<file path="config.mk">
export PLATFORM = sky130hd
export DESIGN_NAME = psmc_ctrl
export DESIGN_NICKNAME = d
export VERILOG_FILES = /design/src/verilog/psmc_pkg.sv /design/src/verilog/psmc_sync2.sv /design/src/verilog/psmc_resume_timer.sv /design/src/verilog/psmc_ctrl.sv
export SDC_FILE = /design/constraint.sdc
export NUM_CORES = 1
export LEC_CHECK = 0
export BUFFER_PORTS_ARGS = -buffer_cell sky130_fd_sc_hd__buf_4
export CORE_MARGIN = 2
export CORE_UTILIZATION = 30
export CTS_CLUSTER_DIAMETER = 30
export DETAILED_ROUTE_END_ITERATION = 8
export HOLD_SLACK_MARGIN = 0.08
export PLACE_DENSITY = 0.55
export RECOVER_POWER = 25
export SLEW_MARGIN = 20
export SYNTH_ARGS = -nofsm -noshare
export SYNTH_HDL_FRONTEND = slang
export SYNTH_SLANG_ARGS = --single-unit
</file>
<file path="constraint.sdc">
create_clock -name core_clk -period 2.21 [get_ports core_clk]
set_input_delay 0.1105 -clock core_clk [delete_from_list [all_inputs] [get_ports core_clk]]
set_output_delay 0.1105 -clock core_clk [all_outputs]
set_load 0.005 [all_outputs]
</file>
<file path="src/verilog/psmc_pkg.sv">
// Constants, register map and types of the power-save mode controller
package psmc_pkg;
   // ==========================================================
   // Sizes
   localparam int ADDR_W = 8;
   localparam int DATA_W = 16;
   localparam int NPERIPH = 8;
   localparam int NIRQ = 8;
   // ==========================================================
   // Register offsets
   localparam logic [ADDR_W-1:0] OFS_RESET_CTRL = 8'h00;
   localparam logic [ADDR_W-1:0] OFS_PWR_CFG = 8'h02;
   localparam logic [ADDR_W-1:0] OFS_IDLE_STOP = 8'h04;
   localparam logic [ADDR_W-1:0] OFS_TIMER1_CTRL = 8'h06;
   localparam logic [ADDR_W-1:0] OFS_STATUS = 8'h08;
   // ==========================================================
   // Field positions
   localparam int CORE_KEEP_BIT = 8;
   localparam int FLASH_KEEP_BIT = 11;
   localparam int T1_STOP_IDLE_BIT = 13;
   localparam int CFG_WDT_EN_BIT = 0;
   localparam int CFG_FAIL_SAFE_CLOCK_MONITOR_EN_BIT = 1;
   localparam int CFG_CLK_LSB = 2;
   localparam int ST_STATE_LSB = 0;
   localparam int ST_IDLE_BIT = 2;
   localparam int ST_STICKY_LSB = 4;
   // ==========================================================
   // Reset values
   localparam logic [DATA_W-1:0] PWR_CFG_RST = 16'h0000;
   localparam logic [NPERIPH-1:0] IDLE_STOP_RST = 8'h00;
   localparam logic [1:0] CLK_SRC_RST = 2'h0;
   // Source code 3 is the external clock; all others are on-chip
   localparam logic [1:0] CLK_SRC_EXT = 2'h3;
   // ==========================================================
   // Timing: the CPU restarts this many cycles after its clock
   localparam logic [2:0] RESUME_CYC = 3'h3;
   // ==========================================================
   // Types
   typedef enum logic [1:0] {
      PSMC_RUN = 2'h0,
      PSMC_ENTER = 2'h1,
      PSMC_LOW = 2'h3,
      PSMC_WAKE = 2'h2
   } psmc_state_t;
   typedef struct packed {
      logic valid;
      logic idle;
   } psmc_req_t;
   typedef struct packed {
      logic sys_clk_en;
      logic osc_en;
      logic cpu_clk_en;
      logic fail_safe_clock_monitor_active;
      logic low_power_rc_clock_en;
      logic async_keep;
   } psmc_clk_t;
   typedef struct packed {
      logic core_standby;
      logic flash_standby;
   } psmc_vreg_t;
endpackage

</file>
<file path="src/verilog/psmc_sync2.sv">
// Two-flop level synchroniser
`timescale 1ns/1ps
module psmc_sync2 (
   input wire logic core_clk,
   input wire logic arst_n,
   input wire logic d,
   output logic q
);
   logic meta;

   always_ff @(posedge core_clk or negedge arst_n) begin
      if (!arst_n) begin
         meta <= 1'b0;
         q <= 1'b0;
      end else begin
         meta <= d;
         q <= meta;
      end
   end
endmodule

</file>
<file path="src/verilog/psmc_resume_timer.sv">
// Counts the delay between CPU clock restart and resume of execution
`timescale 1ns/1ps
module psmc_resume_timer
   import psmc_pkg::*;
(
   input wire logic core_clk,
   input wire logic arst_n,
   input wire logic start,
   output logic done
);
   logic [2:0] cnt;

   always_ff @(posedge core_clk or negedge arst_n) begin
      if (!arst_n) begin
         cnt <= 3'h0;
      end else if (start) begin
         cnt <= RESUME_CYC;
      end else if (cnt != 3'h0) begin
         cnt <= cnt - 3'h1;
      end
   end

   assign done = (cnt == 3'h1);
endmodule

</file>
<file path="src/verilog/psmc_ctrl.sv">
// Power-save controller: Sleep and Idle entry, gating and wake-up
//
// Local design decisions: the register addresses and the address-and-strobe port.
`timescale 1ns/1ps
module psmc_ctrl
   import psmc_pkg::*;
(
   input wire logic core_clk,
   input wire logic arst_n,
   input wire logic [ADDR_W-1:0] addr,
   input wire logic [DATA_W-1:0] wr_data,
   input wire logic wr_en,
   input wire logic rd_en,
   output logic [DATA_W-1:0] rd_data,
   input wire psmc_req_t psav_req,
   input wire logic [NIRQ-1:0] irq_pending,
   input wire logic wdt_timeout_async,
   output psmc_clk_t clk_ctl,
   output psmc_vreg_t vreg_ctl,
   output logic [NPERIPH-1:0] periph_clk_en,
   output logic [1:0] clk_src_sel,
   output logic wdt_clear,
   output logic cpu_resume,
   output logic resume_to_isr
);
   // ==========================================================
   // Declarations
   psmc_state_t state;
   psmc_state_t next_state;
   logic mode_idle;
   logic irq_held;
   logic [1:0] entry_src;
   logic core_keep;
   logic flash_keep;
   logic wdt_en;
   logic fail_safe_clock_monitor_en;
   logic [1:0] clk_src_cfg;
   logic [NPERIPH-1:0] idle_stop;
   logic t1_stop_idle;
   logic [3:0] sticky;
   logic wdt_to;
   logic wake_irq;
   logic wake_any;
   logic resume_done;
   logic next_idle;
   logic next_sleep;
   logic next_low_idle;
   logic [NPERIPH-1:0] stop_mask;
   logic [3:0] sticky_set;
   logic [3:0] sticky_clr;

   function automatic logic hit(input logic [ADDR_W-1:0] a,
                                input logic [ADDR_W-1:0] ofs);
      hit = (a == ofs);
   endfunction

   // ==========================================================
   // Wake sources
   // The watchdog runs from the RC clock, hence the synchroniser
   psmc_sync2 u_wdt_sync (
      .core_clk(core_clk),
      .arst_n(arst_n),
      .d(wdt_timeout_async),
      .q(wdt_to)
   );

   assign wake_irq = |irq_pending;
   assign wake_any = wake_irq | irq_held | wdt_to;

   psmc_resume_timer u_resume (
      .core_clk(core_clk),
      .arst_n(arst_n),
      .start(state == PSMC_LOW && next_state == PSMC_WAKE),
      .done(resume_done)
   );

   // ==========================================================
   // Mode sequencer
   always_comb begin
      next_state = state;
      case (state)
         PSMC_RUN: begin
            if (psav_req.valid) begin
               next_state = PSMC_ENTER;
            end
         end
         PSMC_ENTER: begin
            next_state = PSMC_LOW;
         end
         PSMC_LOW: begin
            if (wake_any) begin
               next_state = PSMC_WAKE;
            end
         end
         PSMC_WAKE: begin
            if (resume_done) begin
               next_state = PSMC_RUN;
            end
         end
         default: begin
            next_state = PSMC_RUN;
         end
      endcase
   end

   // Any device reset forces the sequencer back to run
   always_ff @(posedge core_clk or negedge arst_n) begin
      if (!arst_n) begin
         state <= PSMC_RUN;
      end else begin
         state <= next_state;
      end
   end

   always_ff @(posedge core_clk or negedge arst_n) begin
      if (!arst_n) begin
         mode_idle <= 1'b0;
         entry_src <= CLK_SRC_RST;
      end else if (state == PSMC_RUN && psav_req.valid) begin
         mode_idle <= psav_req.idle;
         entry_src <= clk_src_cfg;
      end
   end

   // An interrupt seen while entry is in progress is held for later
   always_ff @(posedge core_clk or negedge arst_n) begin
      if (!arst_n) begin
         irq_held <= 1'b0;
      end else if (state == PSMC_ENTER && wake_irq) begin
         irq_held <= 1'b1;
      end else if (state != PSMC_ENTER && state != PSMC_LOW) begin
         irq_held <= 1'b0;
      end
   end

   // ==========================================================
   // Clock, power and peripheral gating
   assign next_idle = (next_state == PSMC_RUN) ? psav_req.idle
                                                 : mode_idle;
   assign next_sleep = (next_state == PSMC_LOW) && !next_idle;
   assign next_low_idle = (next_state == PSMC_LOW) && next_idle;
   assign stop_mask = {idle_stop[NPERIPH-1:1], t1_stop_idle};

   always_ff @(posedge core_clk or negedge arst_n) begin
      if (!arst_n) begin
         clk_ctl <= '{sys_clk_en: 1'b1, osc_en: 1'b1, cpu_clk_en: 1'b1,
                      fail_safe_clock_monitor_active: 1'b0, low_power_rc_clock_en: 1'b0,
                      async_keep: 1'b1};
      end else begin
         clk_ctl.sys_clk_en <= !next_sleep;
         clk_ctl.osc_en <= !(next_sleep &&
                             entry_src != CLK_SRC_EXT);
         clk_ctl.cpu_clk_en <= (next_state == PSMC_RUN) ||
                               (next_state == PSMC_WAKE);
         clk_ctl.fail_safe_clock_monitor_active <= fail_safe_clock_monitor_en && !next_sleep;
         clk_ctl.low_power_rc_clock_en <= next_sleep ? wdt_en
                                       : (wdt_en | fail_safe_clock_monitor_en);
         clk_ctl.async_keep <= 1'b1;
      end
   end

   always_ff @(posedge core_clk or negedge arst_n) begin
      if (!arst_n) begin
         periph_clk_en <= '1;
      end else if (next_sleep) begin
         periph_clk_en <= '0;
      end else if (next_low_idle) begin
         periph_clk_en <= ~stop_mask;
      end else begin
         periph_clk_en <= '1;
      end
   end

   // Keeping a regulator up trades sleep current for wake-up time
   always_ff @(posedge core_clk or negedge arst_n) begin
      if (!arst_n) begin
         vreg_ctl <= '{core_standby: 1'b0, flash_standby: 1'b0};
      end else begin
         vreg_ctl.core_standby <= next_sleep && !core_keep;
         vreg_ctl.flash_standby <= next_sleep &&
                                   !flash_keep;
      end
   end

   always_ff @(posedge core_clk or negedge arst_n) begin
      if (!arst_n) begin
         clk_src_sel <= CLK_SRC_RST;
      // Live setting in run; entry loads the same value, so no glitch
      end else if (state == PSMC_RUN) begin
         clk_src_sel <= clk_src_cfg;
      end else begin
         clk_src_sel <= entry_src;
      end
   end

   // ==========================================================
   // Watchdog clear and CPU resume strobes
   always_ff @(posedge core_clk or negedge arst_n) begin
      if (!arst_n) begin
         wdt_clear <= 1'b0;
      end else begin
         wdt_clear <= (state == PSMC_RUN) && psav_req.valid &&
                      wdt_en;
      end
   end

   always_ff @(posedge core_clk or negedge arst_n) begin
      if (!arst_n) begin
         cpu_resume <= 1'b0;
      end else begin
         cpu_resume <= (state == PSMC_WAKE) && resume_done;
      end
   end

   always_ff @(posedge core_clk or negedge arst_n) begin
      if (!arst_n) begin
         resume_to_isr <= 1'b0;
      end else if (state == PSMC_LOW && wake_any) begin
         resume_to_isr <= wake_irq | irq_held;
      end
   end

   // ==========================================================
   // Registers
   always_ff @(posedge core_clk or negedge arst_n) begin
      if (!arst_n) begin
         core_keep <= 1'b0;
         flash_keep <= 1'b0;
      end else if (wr_en && hit(addr, OFS_RESET_CTRL)) begin
         core_keep <= wr_data[CORE_KEEP_BIT];
         flash_keep <= wr_data[FLASH_KEEP_BIT];
      end
   end

   always_ff @(posedge core_clk or negedge arst_n) begin
      if (!arst_n) begin
         wdt_en <= PWR_CFG_RST[CFG_WDT_EN_BIT];
         fail_safe_clock_monitor_en <= PWR_CFG_RST[CFG_FAIL_SAFE_CLOCK_MONITOR_EN_BIT];
         clk_src_cfg <= CLK_SRC_RST;
      end else if (wr_en && hit(addr, OFS_PWR_CFG)) begin
         wdt_en <= wr_data[CFG_WDT_EN_BIT];
         fail_safe_clock_monitor_en <= wr_data[CFG_FAIL_SAFE_CLOCK_MONITOR_EN_BIT];
         clk_src_cfg <= wr_data[CFG_CLK_LSB +: 2];
      end
   end

   always_ff @(posedge core_clk or negedge arst_n) begin
      if (!arst_n) begin
         idle_stop <= IDLE_STOP_RST;
      end else if (wr_en && hit(addr, OFS_IDLE_STOP)) begin
         idle_stop <= wr_data[NPERIPH-1:0];
      end
   end

   always_ff @(posedge core_clk or negedge arst_n) begin
      if (!arst_n) begin
         t1_stop_idle <= 1'b0;
      end else if (wr_en && hit(addr, OFS_TIMER1_CTRL)) begin
         t1_stop_idle <= wr_data[T1_STOP_IDLE_BIT];
      end
   end

   // Wake history: {irq, watchdog, from idle, from sleep}, write 1
   // to clear; a new wake event beats a clear in the same cycle
   assign sticky_set = (state == PSMC_LOW && wake_any) ?
      {wake_irq | irq_held, wdt_to, mode_idle, !mode_idle} : 4'h0;
   assign sticky_clr = (wr_en && hit(addr, OFS_STATUS)) ?
      wr_data[ST_STICKY_LSB +: 4] : 4'h0;

   always_ff @(posedge core_clk or negedge arst_n) begin
      if (!arst_n) begin
         sticky <= 4'h0;
      end else begin
         sticky <= (sticky & ~sticky_clr) | sticky_set;
      end
   end

   always_ff @(posedge core_clk or negedge arst_n) begin
      if (!arst_n) begin
         rd_data <= 16'h0000;
      end else if (!rd_en) begin
         rd_data <= 16'h0000;
      end else if (hit(addr, OFS_RESET_CTRL)) begin
         rd_data <= 16'((32'(flash_keep) << FLASH_KEEP_BIT) |
                        (32'(core_keep) << CORE_KEEP_BIT));
      end else if (hit(addr, OFS_PWR_CFG)) begin
         rd_data <= 16'((32'(clk_src_cfg) << CFG_CLK_LSB) |
                        (32'(fail_safe_clock_monitor_en) << CFG_FAIL_SAFE_CLOCK_MONITOR_EN_BIT) |
                        (32'(wdt_en) << CFG_WDT_EN_BIT));
      end else if (hit(addr, OFS_IDLE_STOP)) begin
         rd_data <= {8'h00, idle_stop};
      end else if (hit(addr, OFS_TIMER1_CTRL)) begin
         rd_data <= 16'(32'(t1_stop_idle) << T1_STOP_IDLE_BIT);
      end else if (hit(addr, OFS_STATUS)) begin
         rd_data <= 16'((32'(sticky) << ST_STICKY_LSB) |
                        (32'(mode_idle) << ST_IDLE_BIT) |
                        (32'(state) << ST_STATE_LSB));
      end else begin
         rd_data <= 16'h0000;
      end
   end
endmodule

</file>
# Yosys cells after proc, flatten, opt, wreduce, memory -nomap -nowiden

Index checks and enable logic that the tools add are counted.

Word-level logic and storage cells: 107
Register bits after elaboration: 66
Bits of input ports: 39
Memories: 0
RAM bits: 0
Latch bits: 0
Output and inout bits: 37
Memory bits (read-only): 0

Divide/modulo/power cells: 0
Shifts and indexed selects: 0
$lt $le $gt $ge: 0
Bitwise operators: 12
Eq/ne operators: 13
Multiplexer cells: 21
Multiply operators: 0
Add/subtract/negate cells: 1
Reductions and logical operators: 32

Operator list:

| kind               | count |
|---|---|
| $mux 14            | 5 |
| $mux 8             | 3 |
| $logic_and 1x1->1  | 18 |
| $eq 8x3->1 const B | 2 |
| $or 12x9->12       | 1 |
| $eq 2x2->1 const B | 4 |
| $eq 8x2->1 const B | 1 |
| $eq 8x4->1 const B | 1 |
| $logic_not 8->1    | 1 |
| $mux 2             | 4 |
| $mux 4             | 2 |
| $not 8->8          | 1 |
| $or 8x2->8         | 1 |
| $or 8x3->8         | 1 |
| $pmux 2 s4         | 1 |
| $reduce_or 8->1    | 1 |
| $logic_not 1->1    | 6 |
| $mux 3             | 2 |
| $and 4x4->4        | 1 |
| $logic_not 2->1    | 2 |
| $mux 1             | 4 |
| $ne 2x2->1 const B | 2 |
| $not 4->4          | 1 |
| $or 4x1->4         | 1 |
| other kinds (10)   | 13 |

# Longest topological paths before layout

Gate-level depths: netlist of run 1.

Word-level depth: 11
Mapped depth: 5

# By module

A second synthesis of run 1 with hierarchy kept.

Cells, all modules: 226
Area, all modules: 2665.1 µm²

By module, submodules not included:

| module            | instances | area each (µm²) | cells each | seq. area each (µm²) |
|---|---|---|---|---|
| psmc_ctrl         | 1         | 2413.6          | 205        | 1415.1 |
| psmc_resume_timer | 1         | 201.4           | 19         | 75.1 |
| psmc_sync2        | 1         | 50.0            | 2          | 50.0 |

# Worst setup path before layout of run 1

No wires, ideal clock.

Path kind: register to register
From: reg irq_held
To: reg periph_clk_en[0]
Library setup time: 91 ps
Cell stages (with the launch flop): 5
Path buffers: 1
Clock period less this slack: 1619 ps
Arrival: 1528 ps
Path slack: 591 ps
Path through: dfrtp_1 or4_4 o41ai_2 buf_2 o21ai_0

Cells in the longest elaborated chain, start to end: 9
Elaborated cells on any way between the ends: 12

Ends and longest elaborated chain:

| what                                                        | RTL line                           | RTL |
|---|---|---|
| from (decl)                                                 | psmc_ctrl.sv:31                    | `logic irq_held;` |
| from (signal assigned)                                      | psmc_ctrl.sv:128                   | `irq_held <= 1'b0;` |
| from (signal assigned)                                      | psmc_ctrl.sv:130                   | `irq_held <= 1'b1;` |
| from (signal assigned)                                      | psmc_ctrl.sv:132                   | `irq_held <= 1'b0;` |
| $or 1x1->1 (*) (2 in a row)                                 | psmc_ctrl.sv:68                    | `assign wake_any = wake_irq \| irq_held \| wdt_to;` |
| $mux 2 (*)                                                  | psmc_ctrl.sv:91                    | `if (wake_any) begin` |
| $pmux 2 s4 (*)                                              | psmc_ctrl.sv:81                    | `case (state)` |
| $logic_not 2->1                                             | psmc_ctrl.sv:138                   | `assign next_idle = (next_state == PSMC_RUN) ? psav_req.idle` |
| $mux 1                                                      | psmc_ctrl.sv:138                   |  |
| $logic_and 1x1->1 / $logic_not 1->1 (equally long branches) | psmc_ctrl.sv:141, psmc_ctrl.sv:140 |  |
| $mux 8 / $logic_and 1x1->1 (equally long branches)          | psmc_ctrl.sv:167, psmc_ctrl.sv:140 |  |
| $mux 8 (*)                                                  | psmc_ctrl.sv:165                   | `end else if (next_sleep) begin` |
| to (signal assigned)                                        | psmc_ctrl.sv:168                   | `periph_clk_en <= ~stop_mask;` |
| to (decl)                                                   | psmc_ctrl.sv:20                    | `output logic [NPERIPH-1:0] periph_clk_en,` |

Every way passes the cells marked *; elsewhere a longest branch is shown, timed or not.
A chain may end at the register's enable or synchronous reset.

# Worst setup path after layout of run 1

From: in addr[1]
To: reg idle_stop[4]

Cells in the longest elaborated chain, start to end: 2

Ends and longest elaborated chain:

| what                 | RTL line         | RTL |
|---|---|---|
| from (decl)          | psmc_ctrl.sv:10  | `input wire logic [ADDR_W-1:0] addr,` |
| $eq 8x3->1           | psmc_ctrl.sv:54  | `hit = (a == ofs);` |
| $logic_and 1x1->1    | psmc_ctrl.sv:250 | `end else if (wr_en && hit(addr, OFS_IDLE_STOP)) begin` |
| to (signal assigned) | psmc_ctrl.sv:251 | `idle_stop <= wr_data[NPERIPH-1:0];` |
| to (decl)            | psmc_ctrl.sv:38  | `logic [NPERIPH-1:0] idle_stop;` |

Every way passes these cells.

==> results.md, run 1 <==
* Vias at ~2000
* Final-report max-slew violation count at 0
* Clock-pin slew on the worst setup and hold paths at approximately 0.06 ns
* Async set-reset flop share out of synthesis at 100%
* Worst-case setup slack after placement at roughly 0.22 ns
* Setup crit start kind: primary input
* Final Setup Violations at 0
* Reported max-cap violation count at 0
* Highest achievable clock rate at a little over 500 MHz
* Cell Area, Synth at 0.00269 mm2
* Number of design-rule violations left by the first detailed-router iteration at 100
* Library cell used as clock root buffer: sky130_fd_sc_hd__clkbuf_8
* Average cell area after synthesis at approximately 12 um2
* Net total in the final layout at 348
* Post-route setup slack at roughly 0.24 ns
* # port buffers at 64
* Crit path DAT at about 2.2 ns
* Pwr/cell area at roughly 850 mW/mm2
* Capturing element type of the critical path: flip-flop
* Final Routed Wirelength at around 6200 um
* Cell type with the largest total area after synthesis: sky130_fd_sc_hd__dfrtp_1
* VDD IR max at between 0.0004 and 0.0005 V
* Crit share post-route at between 80 and 90%
* Switching power of the nets at 869 uW
* Syn-to-layout area delta at 35.3%
* Sw Share at between 20% and 30%
* Critical path's largest stage delay at just over 0.6 ns
* Height of the chip at between 90 and 100 um
* CTS Buf Count at 9
* Clock tree from TritonCTS: done
* CTS H-Tree Depth at 3
* Antenna violations before repair at 0
* Fill cell total of the finished layout at 823
* FF+latch count, synth at between 60 and 70
* Pwr Total at between 3000 and 4000 uW
* Ranking of synthesized cells by area: sky130_fd_sc_hd__dfrtp_1 (47%), sky130_fd_sc_hd__dfstp_2 (11%), sky130_fd_sc_hd__mux2_4 (5.6%)
* Endpoints failing hold at 0
* Routed length per instance at between 10 and 15 um
* DRC at 0
* Core Box Area at 0.00872 mm2
* Unrepaired setup endpoints after global routing: no
* Unique cell type count in the Yosys netlist at 39
* Die outline area at roughly 0.0097 mm2
* Cell area reported after detailed placement at between 0.003 and 0.004 mm2
* Max FO, Critical Path at 12
* Final non-filler cell area at roughly 0.0036 mm2
* Worst slew pin tran at ~1.5 ns
* Antenna-violating nets left at 0
* Top-level I/O count at 76
* ANT cells at 0
* Sinks on Clock Net at roughly 60
* Share of the synthesized area in the top cell type at between 40% and 50%
* Clock network fraction of total power at between 30% and 40%
* Via count of the first global-routing pass at between 1500 and 2000
* Routability Congestion at between 0.8 and 0.9
* Slowest library cell on the worst path: sky130_fd_sc_hd__or3_1
* Most frequently used cell type in the post-synthesis netlist: sky130_fd_sc_hd__dfrtp_1
* Most used flip-flop cell after synthesis: sky130_fd_sc_hd__dfrtp_1
* Reg-to-reg slack, setup at approximately 0.46 ns
* Outcome: complete, no violations
* GR Util All Layers at between 10% and 20%
* Largest net degree at the start of global routing at 62
* Starting Density at between 30% and 40%
* Clock latency on the worst-skew pair at between 0.3 and 0.4 ns
* Fraction of the yosys area taken by sequential cells at between 50% and 60%
* Combinational Power Share at between 20% and 30%
* Clock Skews at 0.00652 ns
* Req. time, crit path at around 2.4 ns
* Core occupancy in the finished layout at 41.7%
* Worst path cell trace: dlygate4sd3_1 -> buf_4 -> or2_2 -> or3_1 -> mux2_4
* Pre-antenna DRT Iters at 4
* Layout cell share with drive strength beyond 1 at between 30% and 40%
* Number of synthesized flops with an enable pin at 0
* Path type of the worst min-delay path: primary input to flip-flop
* Detailed Place HPWL at between 4000 and 5000 um
* Leakage power of the design at roughly 0.0017 uW
* Number of cells produced by synthesis at around 220
* Die span in x at 98.6 um
* Row count at 34
* Global-route wire length before repair at 9800 um
* Sum Neg Setup Slack at 0 ns
* Vias per cell at roughly 4.8
* Internal power component at 2230 uW
* Synthesis Warnings at 0
* Type of the worst setup path: primary input to flip-flop
* Sequential share of power at 46.3%
* Commonest cells in the netlist: sky130_fd_sc_hd__dfrtp_1 (50), sky130_fd_sc_hd__nand3_1 (15), sky130_fd_sc_hd__mux2_2 (12), sky130_fd_sc_hd__nand2_1 (12), sky130_fd_sc_hd__dfstp_2 (11)
* Worst-case headroom to the max-slew limit at around 1.6%
* Grt total ovfl at 0
* Fin crit period at about 2 ns
* Number of buffers between clock root and the deepest sink at 2
==> final timing paths <==
check,depth (start not counted),from,end
hold / removal,4,wr_en,sticky[0]
setup reg to reg,4,irq_held,vreg_ctl[0]
max in group asynchronous,2,arst_n,u_wdt_sync.q
setup / recovery,5,addr[1],idle_stop[4]
min in group asynchronous,2,arst_n,rd_data[3]
hold reg to reg,0,u_wdt_sync.meta,u_wdt_sync.q
==> power groups by stage <==
| stage | clock network (uW) | logic (uW) | registers, uW |
|---|---|---|---|
| after detailed placement | 0 | 657 | 1460 |
| after floorplan | 0 | 379 | 1420 |
| after CTS | 1020 | 683 | 1440 |
| final | 999 | 668 | 1440 |
| after global routing | 1070 | 754 | 1460 |
| after global placement | 0 | 647 | 1460 |
==> critical path, delay by kind of cell <==
kind / cells / cell delay (ns)
AND/OR/NAND/NOR: 2 / 0.98
buffers and inverters: 2 / 0.72
multiplexers: 1 / 0.38
==> per-stage QoR <==
stage / std cells / hold WS (ns)
2_1_floorplan: 226 / -0.185
3_3_place_gp: 384 / 0.222
3_5_place_dp: 384 / 0.223
4_1_cts: 418 / 0.0914
5_1_grt: 419 / 0.189
6_report: 419 / 0.188
==> flip-flops by register name (all words and copies together) (netlist names), 2 cells and up <==
| register | count |
|---|---|
| clk_ctl | 5 |
| clk_src_cfg | 2 |
| clk_src_sel | 2 |
| entry_src | 2 |
| idle_stop | 8 |
| periph_clk_en | 8 |
| rd_data | 11 |
| state | 2 |
| sticky | 4 |
| u_resume.cnt | 3 |
| vreg_ctl | 2 |
==> layer usage <==
metal	track usage, %	vias to the layer above	routed length, um
li1	-	950	-
met1	16.7	998	2730
met2	21.5	54	3090
met3	3.76	10	281
met4	4.53	0	88
met5	0	-	0
==> final cells by class <==
class,instances,area [um2],area share (%)
Tap cell,108,135,3.72
Clock inverter,4,47.5,1.31
Clock buffer,12,155,4.27
Multi-Input combinational cell,142,1040,28.7
Timing Repair Buffer,86,691,19.0
Sequential cell,61,1540,42.4
Inverter,6,22.5,0.620
==> layout by cell type, fill, tap and decap left out, types with 10 or more instances in the layout <==
cell	count
sky130_fd_sc_hd__dfstp_2	11
sky130_fd_sc_hd__dfrtp_1	50
sky130_fd_sc_hd__o21ai_0	10
sky130_fd_sc_hd__buf_4	46
sky130_fd_sc_hd__nand2_1	12
sky130_fd_sc_hd__mux2_2	12
sky130_fd_sc_hd__clkbuf_8	11
sky130_fd_sc_hd__clkbuf_4	20
sky130_fd_sc_hd__dlygate4sd3_1	19
sky130_fd_sc_hd__nand3_1	15
sky130_fd_sc_hd__mux2_4	10
==> kinds of logic (layout without fill, tap and decap cells) <==
| logic type | after synthesis | after routing | synth area share [%] |
|---|---|---|---|
| simple gates | 81 | 81 | 18.3 |
| compound gates | 29 | 29 | 7.08 |
| xor+xnor | 1 | 1 | 0.326 |
| fa+ha+maj | 3 | 3 | 1.40 |
| mux | 22 | 22 | 10.6 |
| buf+inv | 23 | 108 | 4.66 |
| flops | 61 | 61 | 57.3 |
| other cells | 2 | 6 | 0.280 |
==> timing repair <==
action | in CTS | in global routing
gates resized for setup | 0 | 0
setup buffers | 0 | 0
endpoints found under the hold margin | 71 | 1
hold buffers | 18 | 1
Note: power is estimated with default switching activity, not from simulation.
==> run 2: changes to the inputs <==
--- a/config.mk
+++ b/config.mk
@@ -5,13 +5,14 @@
 export SDC_FILE = /design/constraint.sdc
 export NUM_CORES = 1
 export LEC_CHECK = 0
-export BUFFER_PORTS_ARGS = -buffer_cell sky130_fd_sc_hd__buf_4
+export ABC_CLOCK_PERIOD_IN_PS = 2210
 export CORE_MARGIN = 2
 export CORE_UTILIZATION = 30
 export CTS_CLUSTER_DIAMETER = 30
 export DETAILED_ROUTE_END_ITERATION = 8
+export DONT_BUFFER_PORTS = 1
 export HOLD_SLACK_MARGIN = 0.08
-export PLACE_DENSITY = 0.55
+export PLACE_DENSITY = 0.48
 export RECOVER_POWER = 25
 export SLEW_MARGIN = 20
 export SYNTH_ARGS = -nofsm -noshare
==> results.md, run 2 (synthesis gave the netlist of run 1 again) <==
* CTS H-Tree Depth at 3 (unchanged)
* Routed length per instance at 17.8 um (+21%)
* Clock-pin slew on the worst setup and hold paths at 0.07 ns (about the same)
* Post_cts resized at 0 (unchanged)
* Sinks on Clock Net at 61 (unchanged)
* VDD IR max at 0.000358 V (-11%)
* Placed cell count at 320 (-17%)
* Worst slew pin tran at 1.53 ns (+0.0498 ns)
* Via count of the first global-routing pass at 1913 (-3.2%)
* Library cell used as clock root buffer: sky130_fd_sc_hd__clkbuf_8
* Number of design-rule violations left by the first detailed-router iteration at 112 (+12%)
* Capturing element type of the critical path: flip-flop
* Fill cell total of the finished layout at 870 (+5.7%)
* Final Setup Violations at 0 (unchanged)
* Syn-to-layout area delta at 21.6%
* Path type of the worst min-delay path: primary input to flip-flop
* Starting Density at 30.8% (unchanged)
* Sequential cell area at 0.00154 mm2 (unchanged)
* Height of the chip at 98.6 um (unchanged)
* Area occupied by multi-input gates at 0.00104 mm2 (unchanged)
* Core Box Area at 0.00872 mm2 (unchanged)
* Final-report max-slew violation count at 62 (+62)
* Top-level I/O count at 76 (unchanged)
* Core occupancy in the finished layout at 37.5% (-4.2 points)
* Grt total ovfl at 0 (unchanged)
* Antenna-violating nets left at 0 (unchanged)
* Unrepaired setup endpoints after global routing: no
* Post-route insts no fill at 363 (-13%)
* Vias per cell at 4.96 (+3.4%)
* Most used cells in the layout excluding fill and tap cells: sky130_fd_sc_hd__dfrtp_1 (50), sky130_fd_sc_hd__dlygate4sd3_1 (26), sky130_fd_sc_hd__nand3_1 (15)
* Flip-flop count of the largest register, all copies and words added at 11 (unchanged)
* Worst-case setup slack after placement at 0.332 ns (+0.111 ns)
* Die span in x at 98.6 um (unchanged)
* Detailed Place HPWL at 4260 um (-1.2%)
* Layout cell share with drive strength beyond 1 at 23.9% (-16 points)
* Clock Skews at 0.0105 ns (+0.00394 ns)
* Setup crit start kind: primary input
* Register with the highest flop count: rd_data
* Sequential share of power at 45.8% (-0.5 points)
* Post-route setup slack at 0.311 ns (+0.0749 ns)
* Clock tree from TritonCTS: done
* Pwr/cell area at 972 mW/mm2 (+14%)
* Fin crit period at 1.90 ns (-0.0749 ns)
* Highest achievable clock rate at 526 MHz (+3.9%)
* Routability Congestion at 0.728 (-14%)
* Final Routed Wirelength at 6470 um (+4.5%)
* Outcome: finished with violations
* Row count at 34 (unchanged)
* Type of the worst setup path: primary input to flip-flop
* DRC at 0 (unchanged)
* Req. time, crit path at 2.43 ns (about the same)
* Leakage power of the design at 0.00142 uW (-15%)
* Sw Share at 27.6% (-0.40 points)
* CTS Buf Count at 9 (unchanged)
* GR Util All Layers at 14.5% (+1.4 points)
* Post CTS Setup Buffer Count at 0 (unchanged)
* Internal power component at 2300 uW (+2.9%)
* Endpoints failing hold at 0 (unchanged)
* Hold_buf cts at 27 (+9)
* Crit share post-route at 85.9% (-3.4 points)
* Combinational Power Share at 16.3% (-5.2 points)
* Switching power of the nets at 877 uW (+0.92%)
* Worst-case headroom to the max-slew limit at -1.70% (-3.3 points)
* Violated checks: max-capacitance violations, max-slew violations
* Largest net degree at the start of global routing at 62 (unchanged)
* ANT cells at 0 (unchanged)
* Reported max-cap violation count at 1 (+1)
* Crit path DAT at 2.12 ns (-0.07 ns)
* Clock network fraction of total power at 38.0% (+5.8 points)
* Number of buffers between clock root and the deepest sink at 2 (unchanged)
* Clock latency on the worst-skew pair at 0.34 ns (about the same)
* Max FO, Critical Path at 10 (-2)
* # port buffers at 0 (-100%)
* Pre-antenna DRT Iters at 4 (unchanged)
* Vias at 1802 (-10%)
* Commonest non-fill, non-tap cell in the layout: sky130_fd_sc_hd__dfrtp_1
* Antenna violations before repair at 0 (unchanged)
* Global-route wire length before repair at 10700 um (+8.7%)
* Sum Neg Setup Slack at 0 ns (unchanged)
* Net total in the final layout at 292 (-16%)
* Biggest registers after layout: rd_data x11, idle_stop x8, periph_clk_en x8
* Die outline area at 0.00973 mm2 (unchanged)
## run 2: area by class of cell
class                   count  share of cell area [%]
flip-flops and latches     61                    47.1
multi-input cells         142                    31.9
repair buffers             30                    8.81
well taps                 108                    4.14
clock buffers              10                    3.91
clock inverters             6                    3.41
inverters                   6                   0.689
## run 2: worst max-delay path: stages
cell and delay, ns:
sky130_fd_sc_hd__dlygate4sd3_1 0.69, sky130_fd_sc_hd__nor4b_1 0.32, sky130_fd_sc_hd__dlygate4sd3_1 0.64, sky130_fd_sc_hd__nand3_1 0.09
sky130_fd_sc_hd__a21boi_0 0.27
## run 2: power groups by stage
| stage | clock (uW) | combinational, uW | sequential (uW) |
|---|---|---|---|
| after floorplan | 0 | 379 | 1420 |
| after global placement | 0 | 447 | 1480 |
| after detailed placement | 0 | 455 | 1480 |
| after CTS | 1230 | 531 | 1460 |
| after global routing | 1290 | 588 | 1480 |
| final | 1210 | 516 | 1450 |
## run 2: worst paths after layout
check	startpoint	end	slack (ns)	depth (start not counted)
max	addr[2]	rd_data[1]	0.31	5
min	addr[2]	rd_data[2]	0.1	3
max reg2reg	irq_held	vreg_ctl[1]	0.52	4
min reg2reg	u_wdt_sync.meta	u_wdt_sync.q	0.35	0
max in group asynchronous	arst_n	resume_to_isr	0.59	2
min in group asynchronous	arst_n	vreg_ctl[0]	0.70	2
## run 2: metal layers
metal  wire [um]  global-route usage (%)  up-vias
met4         151                    6.95        0
met1        2780                    17.6      910
li1            -                       -      830
met2        3180                    23.5       49
met5           0                       0        -
met3         351                    4.61       13
## run 2: through the flow
| stage | hold WS, ns | cell area, um2 | power (uW) |
|---|---|---|---|
| floorplan | -0.185 | 2700 | 1800 |
| global placement | -0.184 | 2760 | 1930 |
| global route | 0.0892 | 3270 | 3360 |
| detailed placement | -0.183 | 2760 | 1940 |
| finish | 0.0982 | 3270 | 3180 |
| CTS | 0.0898 | 3290 | 3230 |
